<file path="src/hw/frr_pkg.sv">
// Package: register map, field layout, reset values and timing of the fault response block
package frr_pkg;
  localparam logic [7:0]  ADDR_UT_RESP      = 8'h54;
  localparam logic [7:0]  ADDR_VIN_OV_LIMIT = 8'h55;
  localparam logic [7:0]  ADDR_VIN_OV_RESP  = 8'h56;
  localparam logic [7:0]  RESP_RESET        = 8'h80;
  localparam logic [15:0] VIN_OV_LIMIT_RESET = 16'hD380;
  localparam int          MODE_HI = 7;
  localparam int          MODE_LO = 6;
  localparam int          RETRY_HI = 5;
  localparam int          RETRY_LO = 3;
  localparam logic [1:0]  MODE_DISABLE_RETRY = 2'h2;
  localparam logic [2:0]  RETRY_NONE    = 3'h0;
  localparam logic [2:0]  RETRY_FOREVER = 3'h7;
  localparam int          CLK_HZ        = 50000000;
  localparam int          UT_RETRY_MS   = 210;
  localparam int          OV_RETRY_MS   = 70;
  localparam int          UT_RETRY_CYC  = UT_RETRY_MS * (CLK_HZ / 1000);
  localparam int          OV_RETRY_CYC  = OV_RETRY_MS * (CLK_HZ / 1000);
  localparam int          TMR_W         = 24;
endpackage : frr_pkg

</file>
<file path="src/hw/frr_retry_timer.sv">
// Retry interval counter shared by the under-temperature and overvoltage channels
`timescale 1ns/1ps
module frr_retry_timer #(
  parameter int TMR_W = 24
) (
  // Clock and reset
  input  wire logic             mclk,
  input  wire logic             rst,
  // Control
  input  wire logic             start,
  input  wire logic             abort,
  input  wire logic [TMR_W-1:0] interval,
  // Status
  output logic                  busy,
  output logic                  done
);
  logic [TMR_W-1:0] count;

  always_ff @(posedge mclk or posedge rst) begin
    if (rst) begin
      count <= '0;
      busy  <= 1'b0;
      done  <= 1'b0;
    end else begin
      done <= 1'b0;
      if (abort) begin
        busy <= 1'b0;
      end else if (start) begin
        count <= interval;
        busy  <= 1'b1;
      end else if (busy) begin
        if (count <= 1) begin
          busy <= 1'b0;
          done <= 1'b1;
        end else begin
          count <= count - 1'b1;
        end
      end
    end
  end
endmodule : frr_retry_timer

</file>
<file path="src/hw/frr_fault_response.sv">
// Under-temperature and input-overvoltage fault response registers and control
`timescale 1ns/1ps
module frr_fault_response
  import frr_pkg::*;
#(
  parameter int UT_RETRY_CYCLES = frr_pkg::UT_RETRY_CYC,
  parameter int OV_RETRY_CYCLES = frr_pkg::OV_RETRY_CYC
) (
  // Clock and reset
  input  wire logic        mclk,
  input  wire logic        rst,
  // Register command port
  input  wire logic        reg_wr,
  input  wire logic        reg_rd,
  input  wire logic [7:0]  reg_addr,
  input  wire logic [15:0] reg_wdata,
  input  wire logic        write_protect,
  input  wire logic        clear_faults,
  output logic [15:0]      reg_rdata,
  output logic             reg_ack,
  // Fault sources
  input  wire logic        ut_sensor_fault_0,
  input  wire logic        ut_sensor_fault_1,
  input  wire logic        ut_sensor_en_0,
  input  wire logic        ut_sensor_en_1,
  input  wire logic [15:0] vin_meas,
  // Output control
  input  wire logic        control_on,
  input  wire logic        bias_ok,
  output logic             output_enable,
  output logic             alert_output_n,
  output logic             ut_fault_flag,
  output logic             vin_ov_fault_flag
);
  import frr_pkg::*;

  typedef enum logic [1:0] {
    ST_RUN,
    ST_WAIT,
    ST_LATCHED
  } frr_state_e;

  logic [7:0]  undertemp_fault_response;
  logic [15:0] input_overvolt_fault_threshold;
  logic [7:0]  input_overvolt_fault_response;
  frr_state_e  state;
  logic        fault_src;
  logic        bias_meta, ov_meta;
  logic [15:0] vin_sync;
  logic [1:0]  ens_meta, ens_sync, ut_raw;
  logic        ut_cond, ov_cond, ut_retry, ov_retry;
  logic        tmr_start, tmr_busy, tmr_done, tmr_abort;
  logic [TMR_W-1:0] tmr_interval;
  logic [15:0] vin_stage;

  // Input synchronisers; first stage feeds only the second
  always_ff @(posedge mclk or posedge rst) begin
    if (rst) begin
      ut_raw    <= '0;
      bias_meta <= 1'b0;
      ens_meta  <= '0;
      ens_sync  <= '0;
      vin_stage <= '0;
      vin_sync  <= '0;
      ov_meta   <= 1'b0;
    end else begin
      ut_raw    <= {ut_sensor_fault_1, ut_sensor_fault_0};
      ens_meta  <= {ut_sensor_en_1, ut_sensor_en_0};
      ens_sync  <= ens_meta;
      vin_stage <= vin_meas;
      vin_sync  <= vin_stage;
      bias_meta <= bias_ok;
      ov_meta   <= bias_meta;
    end
  end

  logic [1:0] ut_meta2;
  always_ff @(posedge mclk or posedge rst) begin
    if (rst) begin
      ut_meta2 <= '0;
    end else begin
      ut_meta2 <= ut_raw;
    end
  end

  // Linear-11 compare: same exponent assumed for reading and limit,
  // so mantissas compare as signed values
  assign ut_cond = |(ut_meta2 & ens_sync);
  assign ov_cond = $signed(vin_sync[10:0]) >
                   $signed(input_overvolt_fault_threshold[10:0]);

  assign ut_retry = (undertemp_fault_response[MODE_HI:MODE_LO] == MODE_DISABLE_RETRY) &&
                    (undertemp_fault_response[RETRY_HI:RETRY_LO] == RETRY_FOREVER);
  assign ov_retry = (input_overvolt_fault_response[MODE_HI:MODE_LO] == MODE_DISABLE_RETRY) &&
                    (input_overvolt_fault_response[RETRY_HI:RETRY_LO] == RETRY_FOREVER);

  // Register writes; protection blocks all writes
  always_ff @(posedge mclk or posedge rst) begin
    if (rst) begin
      undertemp_fault_response       <= RESP_RESET;
      input_overvolt_fault_threshold <= VIN_OV_LIMIT_RESET;
      input_overvolt_fault_response  <= RESP_RESET;
    end else if (reg_wr && !write_protect) begin
      case (reg_addr)
        ADDR_UT_RESP:      undertemp_fault_response       <= reg_wdata[7:0];
        ADDR_VIN_OV_LIMIT: input_overvolt_fault_threshold <= reg_wdata;
        ADDR_VIN_OV_RESP:  input_overvolt_fault_response  <= reg_wdata[7:0];
        default: ;
      endcase
    end
  end

  // Read path, one cycle
  always_ff @(posedge mclk or posedge rst) begin
    if (rst) begin
      reg_rdata <= '0;
      reg_ack   <= 1'b0;
    end else begin
      reg_ack <= reg_rd | reg_wr;
      if (reg_rd) begin
        case (reg_addr)
          ADDR_UT_RESP:      reg_rdata <= {8'h00, undertemp_fault_response};
          ADDR_VIN_OV_LIMIT: reg_rdata <= input_overvolt_fault_threshold;
          ADDR_VIN_OV_RESP:  reg_rdata <= {8'h00, input_overvolt_fault_response};
          default:           reg_rdata <= 16'h0000;
        endcase
      end
    end
  end

  // Sticky flags; a new fault wins over a clear in the same cycle
  always_ff @(posedge mclk or posedge rst) begin
    if (rst) begin
      ut_fault_flag     <= 1'b0;
      vin_ov_fault_flag <= 1'b0;
      alert_output_n    <= 1'b1;
    end else begin
      ut_fault_flag     <= ut_cond | (ut_fault_flag & ~clear_faults);
      vin_ov_fault_flag <= ov_cond | (vin_ov_fault_flag & ~clear_faults);
      alert_output_n    <= ~(ut_cond | ov_cond |
                            ((ut_fault_flag | vin_ov_fault_flag) & ~clear_faults));
    end
  end

  // Retry sequencing; off command, bias loss or other fault ends waiting
  always_comb begin
    tmr_start    = 1'b0;
    tmr_interval = TMR_W'(UT_RETRY_CYCLES);
    if (state == ST_RUN && (ut_cond || ov_cond)) begin
      tmr_start    = ut_cond ? ut_retry : ov_retry;
      tmr_interval = ut_cond ? TMR_W'(UT_RETRY_CYCLES) : TMR_W'(OV_RETRY_CYCLES);
    end
  end
  assign tmr_abort = !control_on || !ov_meta;

  always_ff @(posedge mclk or posedge rst) begin
    if (rst) begin
      state         <= ST_RUN;
      fault_src     <= 1'b0;
      output_enable <= 1'b0;
    end else begin
      case (state)
        ST_RUN: begin
          output_enable <= control_on & ov_meta & ~ut_cond & ~ov_cond;
          if (ut_cond || ov_cond) begin
            fault_src <= ut_cond;
            state     <= tmr_start ? ST_WAIT : ST_LATCHED;
          end
        end
        ST_WAIT: begin
          output_enable <= 1'b0;
          if (tmr_abort || (fault_src ? ov_cond : ut_cond)) begin
            state <= ST_LATCHED;
          end else if (tmr_done) begin
            state <= ST_RUN;
          end
        end
        ST_LATCHED: begin
          output_enable <= 1'b0;
          // Overvoltage releases on clear-faults; under-temperature only on reset
          if (!fault_src && clear_faults && !ov_cond) begin
            state <= ST_RUN;
          end
        end
        default: state <= ST_RUN;
      endcase
    end
  end

  frr_retry_timer #(
    .TMR_W (TMR_W)
  ) u_timer (
    .mclk     (mclk),
    .rst      (rst),
    .start    (tmr_start),
    .abort    (tmr_abort),
    .interval (tmr_interval),
    .busy     (tmr_busy),
    .done     (tmr_done)
  );
endmodule : frr_fault_response

</file>
<file path="config.mk">
export PLATFORM = sky130hd
export DESIGN_NAME = frr_fault_response
export DESIGN_NICKNAME = d
export VERILOG_FILES = /design/src/hw/frr_pkg.sv /design/src/hw/frr_retry_timer.sv /design/src/hw/frr_fault_response.sv
export SDC_FILE = /design/constraint.sdc
export NUM_CORES = 1
export LEC_CHECK = 0
export BUFFER_PORTS_ARGS = -buffer_cell sky130_fd_sc_hd__buf_4
export CORE_ASPECT_RATIO = 2
export CORE_MARGIN = 2
export CORE_UTILIZATION = 55
export CTS_CLUSTER_SIZE = 28
export DETAILED_ROUTE_END_ITERATION = 16
export GPL_TIMING_DRIVEN = 0
export PLACE_DENSITY_LB_ADDON = 0.1
export SLEW_MARGIN = 25
export SYNTH_ARGS = -nofsm -noshare
export SYNTH_HDL_FRONTEND = slang
export SYNTH_SLANG_ARGS = --single-unit
</file>
<file path="constraint.sdc">
create_clock -name mclk -period 5.7 [get_ports mclk]
set_clock_uncertainty 0.1 [all_clocks]
set_input_delay 0.285 -clock mclk [delete_from_list [all_inputs] [get_ports mclk]]
set_output_delay 0.285 -clock mclk [all_outputs]
set_load 0.01 [all_outputs]
</file>
======== Word-level counts from Yosys, hierarchy flattened ========
Index checks and enable logic that the tools add are counted.
storage, ports and cells
  output and inout bits ................... 21
  word-level logic and storage cells ...... 105
  input bits .............................. 52
  flip-flop bits (word level) ............. 114
cells by class
  eq/ne operators ......................... 13
  $add $sub $neg .......................... 1
  $lt $le $gt $ge ......................... 2
  reductions and logical operators ........ 25
  muxes and demuxes ....................... 24
  bitwise operators ....................... 18
operator list
  kind                                                    number
  two-way mux 24 bit                                      5
  one-hot mux 16 bit (3 select lines)                     1
  equality test 8 x 7 -> 1 bit (second input constant)    3
  <= comparator 24 x 1 -> 1 bit (second input constant)   1
  subtractor 24 x 1 -> 24 bit (second input constant)     1
  > comparator 11 bit                                     1
  two-way mux 1 bit                                       11
  two-way mux 2 bit                                       5
  AND reduction 2 bit                                     4
  AND 1 bit                                               6
  equality test 2 bit (second input constant)             3
  equality test 3 bit (second input constant)             2
  logical AND 1 bit                                       6
  OR 1 bit                                                6
  one-hot mux 2 bit (3 select lines)                      1
  AND reduction 3 bit                                     2
  zero test 1 bit                                         5
  NOT 1 bit                                               5
  inequality test 2 bit (second input constant)           2
  nonzero test 2 bit                                      2
  OR reduction 2 bit                                      2
  logical OR 1 bit                                        3
  inequality test 3 x 2 -> 1 bit (second input constant)  1
  AND 2 bit                                               1
  other kinds (4)                                         4

======== Depth between registers and ports, before layout ========
  depth in word-level cells ............... 8
  depth in mapped cells ................... 9
  depth with buffers taken out ............ 9

======== Cells and area by module ========
Synthesis repeated with hierarchy kept, for this count alone.
unflattened totals
  cell total of the unflattened synthesis .. 479
  area, all modules ....................... 5,362.6 µm²
by module, submodules not included
  module              instances  area each (µm²)  cells each  seq. area each (µm²)
  frr_fault_response  1          3,637.2          278         2,213.4
  frr_retry_timer     1          1,725.4          201         650.6

======== Least setup slack after synthesis ========
Ideal clock, no wire load.
  path kind ............................... reg2reg
  from .................................... register input_overvolt_fault_threshold[9]
  to ...................................... register u_timer.count[5]
  slack ................................... 3.205 ns
  cell stages (with the launch flop) ...... 10
  library setup time ...................... 0.148 ns
  period minus slack after synthesis ...... 2.495 ns
  data arrival time ....................... 2.246 ns
  path buffers ............................ 1
  required time ........................... 5.452 ns
  cell sequence ........................... dfstp_2 inv_1 ha_1 nand4_1 nor2_1 a221oi_2 nor4_4 buf_2 nor2b_1 o211ai_1
between the ends
  longest elaborated chain between the ends .. 6
  elaborated cells between the ends (all ways) .. 9
  classes of those cells .................. order compare: 1; eq/ne: 1; mux: 3; reduce/logical: 4
ends and longest elaborated chain
  what                                                                   RTL line                   source
  start: declaration                                                     frr_fault_response.sv:44   logic [15:0] input_overvolt_fault_threshold;
  start signal: assignment                                               frr_fault_response.sv:106  ADDR_VIN_OV_LIMIT: input_overvolt_fault_threshold <= reg_wdata;
  > comparator 11 bit *                                                  frr_fault_response.sv:89   assign ov_cond = $signed(vin_sync[10:0]) >
  logical OR 1 bit *                                                     frr_fault_response.sv:149  if (state == ST_RUN && (ut_cond || ov_cond)) begin
  logical AND 1 bit *                                                    frr_fault_response.sv:149
  two-way mux 1 bit                                                      frr_fault_response.sv:149
  inequality test 2 bit (no line) or nonzero test 2 bit (tied branches)  -
  AND reduction 3 bit (no line)                                          -
  end signal: assignment                                                 frr_retry_timer.sv:29      count <= interval;
  end signal: assignment                                                 frr_retry_timer.sv:36      count <= count - 1'b1;
  end: declaration                                                       frr_retry_timer.sv:17      logic [TMR_W-1:0] count;
Mark *: on every way between the ends. The rest lies on a longest branch, timed or not.
A chain may end at the register's enable or synchronous reset.

======== Final worst setup path ========
Same ends and word-level chain as after synthesis.

==> impl_results.rst <==
.. list-table::
   :header-rows: 1

   * - Metric
     - Value
   * - Master cell of the clock root buffer
     - sky130_fd_sc_hd__clkbuf_16
   * - Remaining Overflow, GRT
     - 0
   * - Hold-fix buffers at CTS
     - 21
   * - Number of enable flip-flop cells after synthesis
     - 0
   * - Worst hold path type
     - in2reg
   * - Starting density of the core
     - 56.6%
   * - Skew-Pair Late Insertion Delay
     - 410 ps
   * - Setup-failing EPs final
     - 0
   * - Power density of the placed cells
     - 318 nW/um^2
   * - Number of sinks driven by the clock tree
     - 114
   * - Sequential share of the synthesized area
     - 56.5%
   * - Number of cells on the worst reg-to-reg path
     - 9
   * - Die Span X
     - 71.9 um
   * - Count of fill cells added during filler insertion
     - 628
   * - Number of different library cells in the post-synthesis netlist
     - 55
   * - Dominant register cell in the synthesized netlist
     - sky130_fd_sc_hd__dfrtp_1
   * - Cell Rows
     - 49
   * - Worst Path Required
     - 5840 ps
   * - Setup Crit Path Kind
     - reg2reg
   * - Top cells by area in the synthesized netlist
     - sky130_fd_sc_hd__dfrtp_1, sky130_fd_sc_hd__mux2_2, sky130_fd_sc_hd__dfstp_2
   * - Summed area of non-filler cells in the final layout
     - 6530 sq um
   * - Routing usage on met1
     - between 20% and 30%
   * - Remaining antenna violation count
     - 0
   * - Initial antenna violation count
     - 0
   * - Number of storage elements in the synthesis netlist
     - around 110
   * - Via count of the first global-routing pass
     - around 4000
   * - Share of the synthesized area in the top cell type
     - 51.8%
   * - Area growth, synth to finish
     - 28.8%
   * - Routing usage on met3
     - 5.00%
   * - CP Max Fanout
     - 10
   * - Maximum Capacitance Violations
     - 0
   * - Maximum ir drop on the vdd rail
     - 270 uV
   * - Aggregate global-route resource usage
     - 24.9%
   * - Time the worst path needs with I/O delays and setup
     - 3090 ps
   * - Drt drc
     - 0
   * - RSZ-0062 raised after global routing
     - false
   * - Post-detail-place hpwl
     - 8.11 mm
   * - Worst Max-Slew Pin Slew
     - approximately 780 ps
   * - Number of buffers on the longest clock path
     - 2
   * - Data arrival time at the worst-slack endpoint
     - between 3000 and 4000 ps
   * - Worst setup SP type
     - register
   * - Area inside the core boundary
     - 8950 sq um
   * - Diodes inserted
     - 0
   * - Hold Path Stages
     - 2
   * - H-tree depth
     - 4
   * - Number of ports placed on the die boundary
     - 73
   * - Cell count after synthesis
     - 429
   * - Total Wirelength
     - 11.3 mm
   * - Post-CTS Setup Inserts
     - 0
   * - Most common cell after layout, fill and taps aside
     - sky130_fd_sc_hd__dfrtp_1
   * - Wire length of the first global-routing pass
     - 18.9 mm
   * - Status
     - complete, no violations
   * - Portion of the clock cycle consumed by the worst path in the final layout
     - around 54%
   * - Via density per instance
     - ~5.7
   * - Post-layout nets
     - around 610
   * - GR met2 Demand/Resource
     - 46.9%
   * - Clock tree from TritonCTS
     - built
   * - Commonest cells after routing, fill and taps aside
     - sky130_fd_sc_hd__dfrtp_1, sky130_fd_sc_hd__buf_4, sky130_fd_sc_hd__mux2_2
   * - Cts bufs inserted
     - 17
   * - Type of element capturing the critical path
     - register
   * - Headroom to the max-slew limit
     - 47.6%
   * - Syn Area/Cell
     - 11.8 sq um
   * - Final Hold Violating Endpoints
     - 0
   * - Cell type with the highest aggregate area in the netlist
     - sky130_fd_sc_hd__dfrtp_1
   * - Busiest grt layer
     - met2
   * - Router iterations before antenna repair
     - 5
   * - Wirelength per Cell
     - 17.3 um
   * - Post-route setup TNS
     - 0 ps
   * - Area of the mapped netlist
     - between 5000 and 6000 sq um
   * - Syn nets
     - around 500
   * - Post-cts sizing count
     - 0
   * - Number of buffers inserted by port buffering
     - 66
   * - Vertical die dimension
     - 140 um
   * - Final estimated routing congestion in global placement
     - 0.841
   * - Maximum number of pins on one net before global-route repair
     - 67
   * - Number of violations reported at the end of detailed-routing iteration 0
     - 150
   * - Final Max Slew Viols
     - 0
   * - Fmax
     - about 0.32 GHz
   * - Cell area after placement
     - approximately 5700 sq um
   * - Area of the die
     - around 10000 sq um
   * - Via count
     - 3715
   * - Clock transition at the registers of the reported paths
     - about 60 ps
   * - Ratio of cells with drive above 1 in the final layout
     - 31.0%
   * - Fraction of registers with async set or reset after synthesis
     - 100%
   * - Synth warn
     - 0
   * - Lkg Pwr
     - ~3.0 nW
## Yosys cell counts, drive strengths merged (3+ instances only)
cell type	instances
or4	3
mux2i	3
xor2	9
nor2	29
nor3	11
nand3	19
ha	17
inv	32
nor4	7
a21oi	18
or3	6
a22oi	10
o31ai	4
nand2	24
a221oi	3
o21ai	18
nand4	7
mux2	41
o2bb2ai	4
dfrtp	105
and4	3
o22ai	6
dfstp	9
clkbuf	10
and2	3
## final timing paths
path                                                               start                                              to  slack, ps
setup / recovery           input_overvolt_fault_threshold[9]$_DFFE_PP1P_                    u_timer.count[5]$_DFFE_PP0P_       2610
hold / removal                                             reg_wdata[14]  input_overvolt_fault_threshold[14]$_DFFE_PP1P_         10
setup reg to reg           input_overvolt_fault_threshold[9]$_DFFE_PP1P_                    u_timer.count[5]$_DFFE_PP0P_       2610
hold reg to reg                                   vin_stage[2]$_DFF_PP0_                           vin_sync[2]$_DFF_PP0_        240
max in group asynchronous                                            rst   input_overvolt_fault_threshold[9]$_DFFE_PP1P_       4400
min in group asynchronous                                            rst                       reg_rdata[15]$_DFFE_PP0P_        370
## kinds of logic (layout without fill, tap and decap cells)
logic type                 after synthesis  after routing  synth area share (%)
AOI/OAI and AO/OA                       76             76                  10.4
and+or+nand+nor                        124            124                  14.1
adders and majority gates               17             17                  4.20
muxes                                   44             44                  9.70
DFF                                    114            114                  56.5
buffers and inverters                   44            164                  3.36
xor gates and xnor gates                10             10                  1.73
## layer usage
metal,vias up,part of all wire [%]
li1,1750,-
met1,1861,34
met2,74,60
met3,30,2.7
met4,0,3.2
met5,-,0
## worst max-delay path, stage by stage (launching register included)
cell	delay, ps
sky130_fd_sc_hd__dfstp_2	560
sky130_fd_sc_hd__inv_1	50
sky130_fd_sc_hd__ha_1	320
sky130_fd_sc_hd__nand4_1	150
sky130_fd_sc_hd__nor2_1	70
sky130_fd_sc_hd__a221oi_2	580
sky130_fd_sc_hd__nor4_4	160
sky130_fd_sc_hd__buf_2	230
sky130_fd_sc_hd__nor2b_1	510
sky130_fd_sc_hd__o211ai_1	180
## state kept, by name, summed over array words and instances, names as in the netlist
name                            count
u_timer.done                        1
fault_src                           1
ut_fault_flag                       1
state                               2
ens_sync                            2
u_timer.busy                        1
undertemp_fault_response            8
ut_raw                              2
input_overvolt_fault_threshold     16
output_enable                       1
vin_stage                          11
alert_output_n                      1
reg_rdata                          16
u_timer.count                      24
reg_ack                             1
ut_meta2                            2
ens_meta                            2
vin_ov_fault_flag                   1
vin_sync                           11
bias_meta                           1
input_overvolt_fault_response       8
ov_meta                             1
## per-stage QoR
step / worst slack (ps) / utilization [%] / hold slack, ps / std cells / power (mW)
finish: 2610 / 72.9 / 14.0 / 651 / 2.08
global route: 2390 / 72.9 / 5.14 / 651 / 2.15
CTS: 2600 / 72.9 / 4.76 / 651 / 2.09
detailed placement: 2620 / 64.0 / 235 / 598 / 1.03
global placement: 1110 / 63.6 / 232 / 597 / 1.02
floorplan: 2310 / - / 216 / 429 / 0.963
## power breakdown
group / leakage, nW / internal (mW) / switching (mW)
Combinational: 1.33 / 0.0820 / 0.0838
Sequential: 1.44 / 0.843 / 0.0178
Clock: 0.283 / 0.693 / 0.356
## final cells by class
class	instances	area [sq um]	area share [%]
multi-input combinational	271	2040	31.3
clock buffer	21	450	6.90
buffer	12	47.5	0.728
sequential	114	2860	43.9
tap	102	128	1.95
inverter	32	128	1.95
timing repair buffer	88	733	11.2
clock inverter	11	138	2.11
Power figures use the tool's default switching activity.
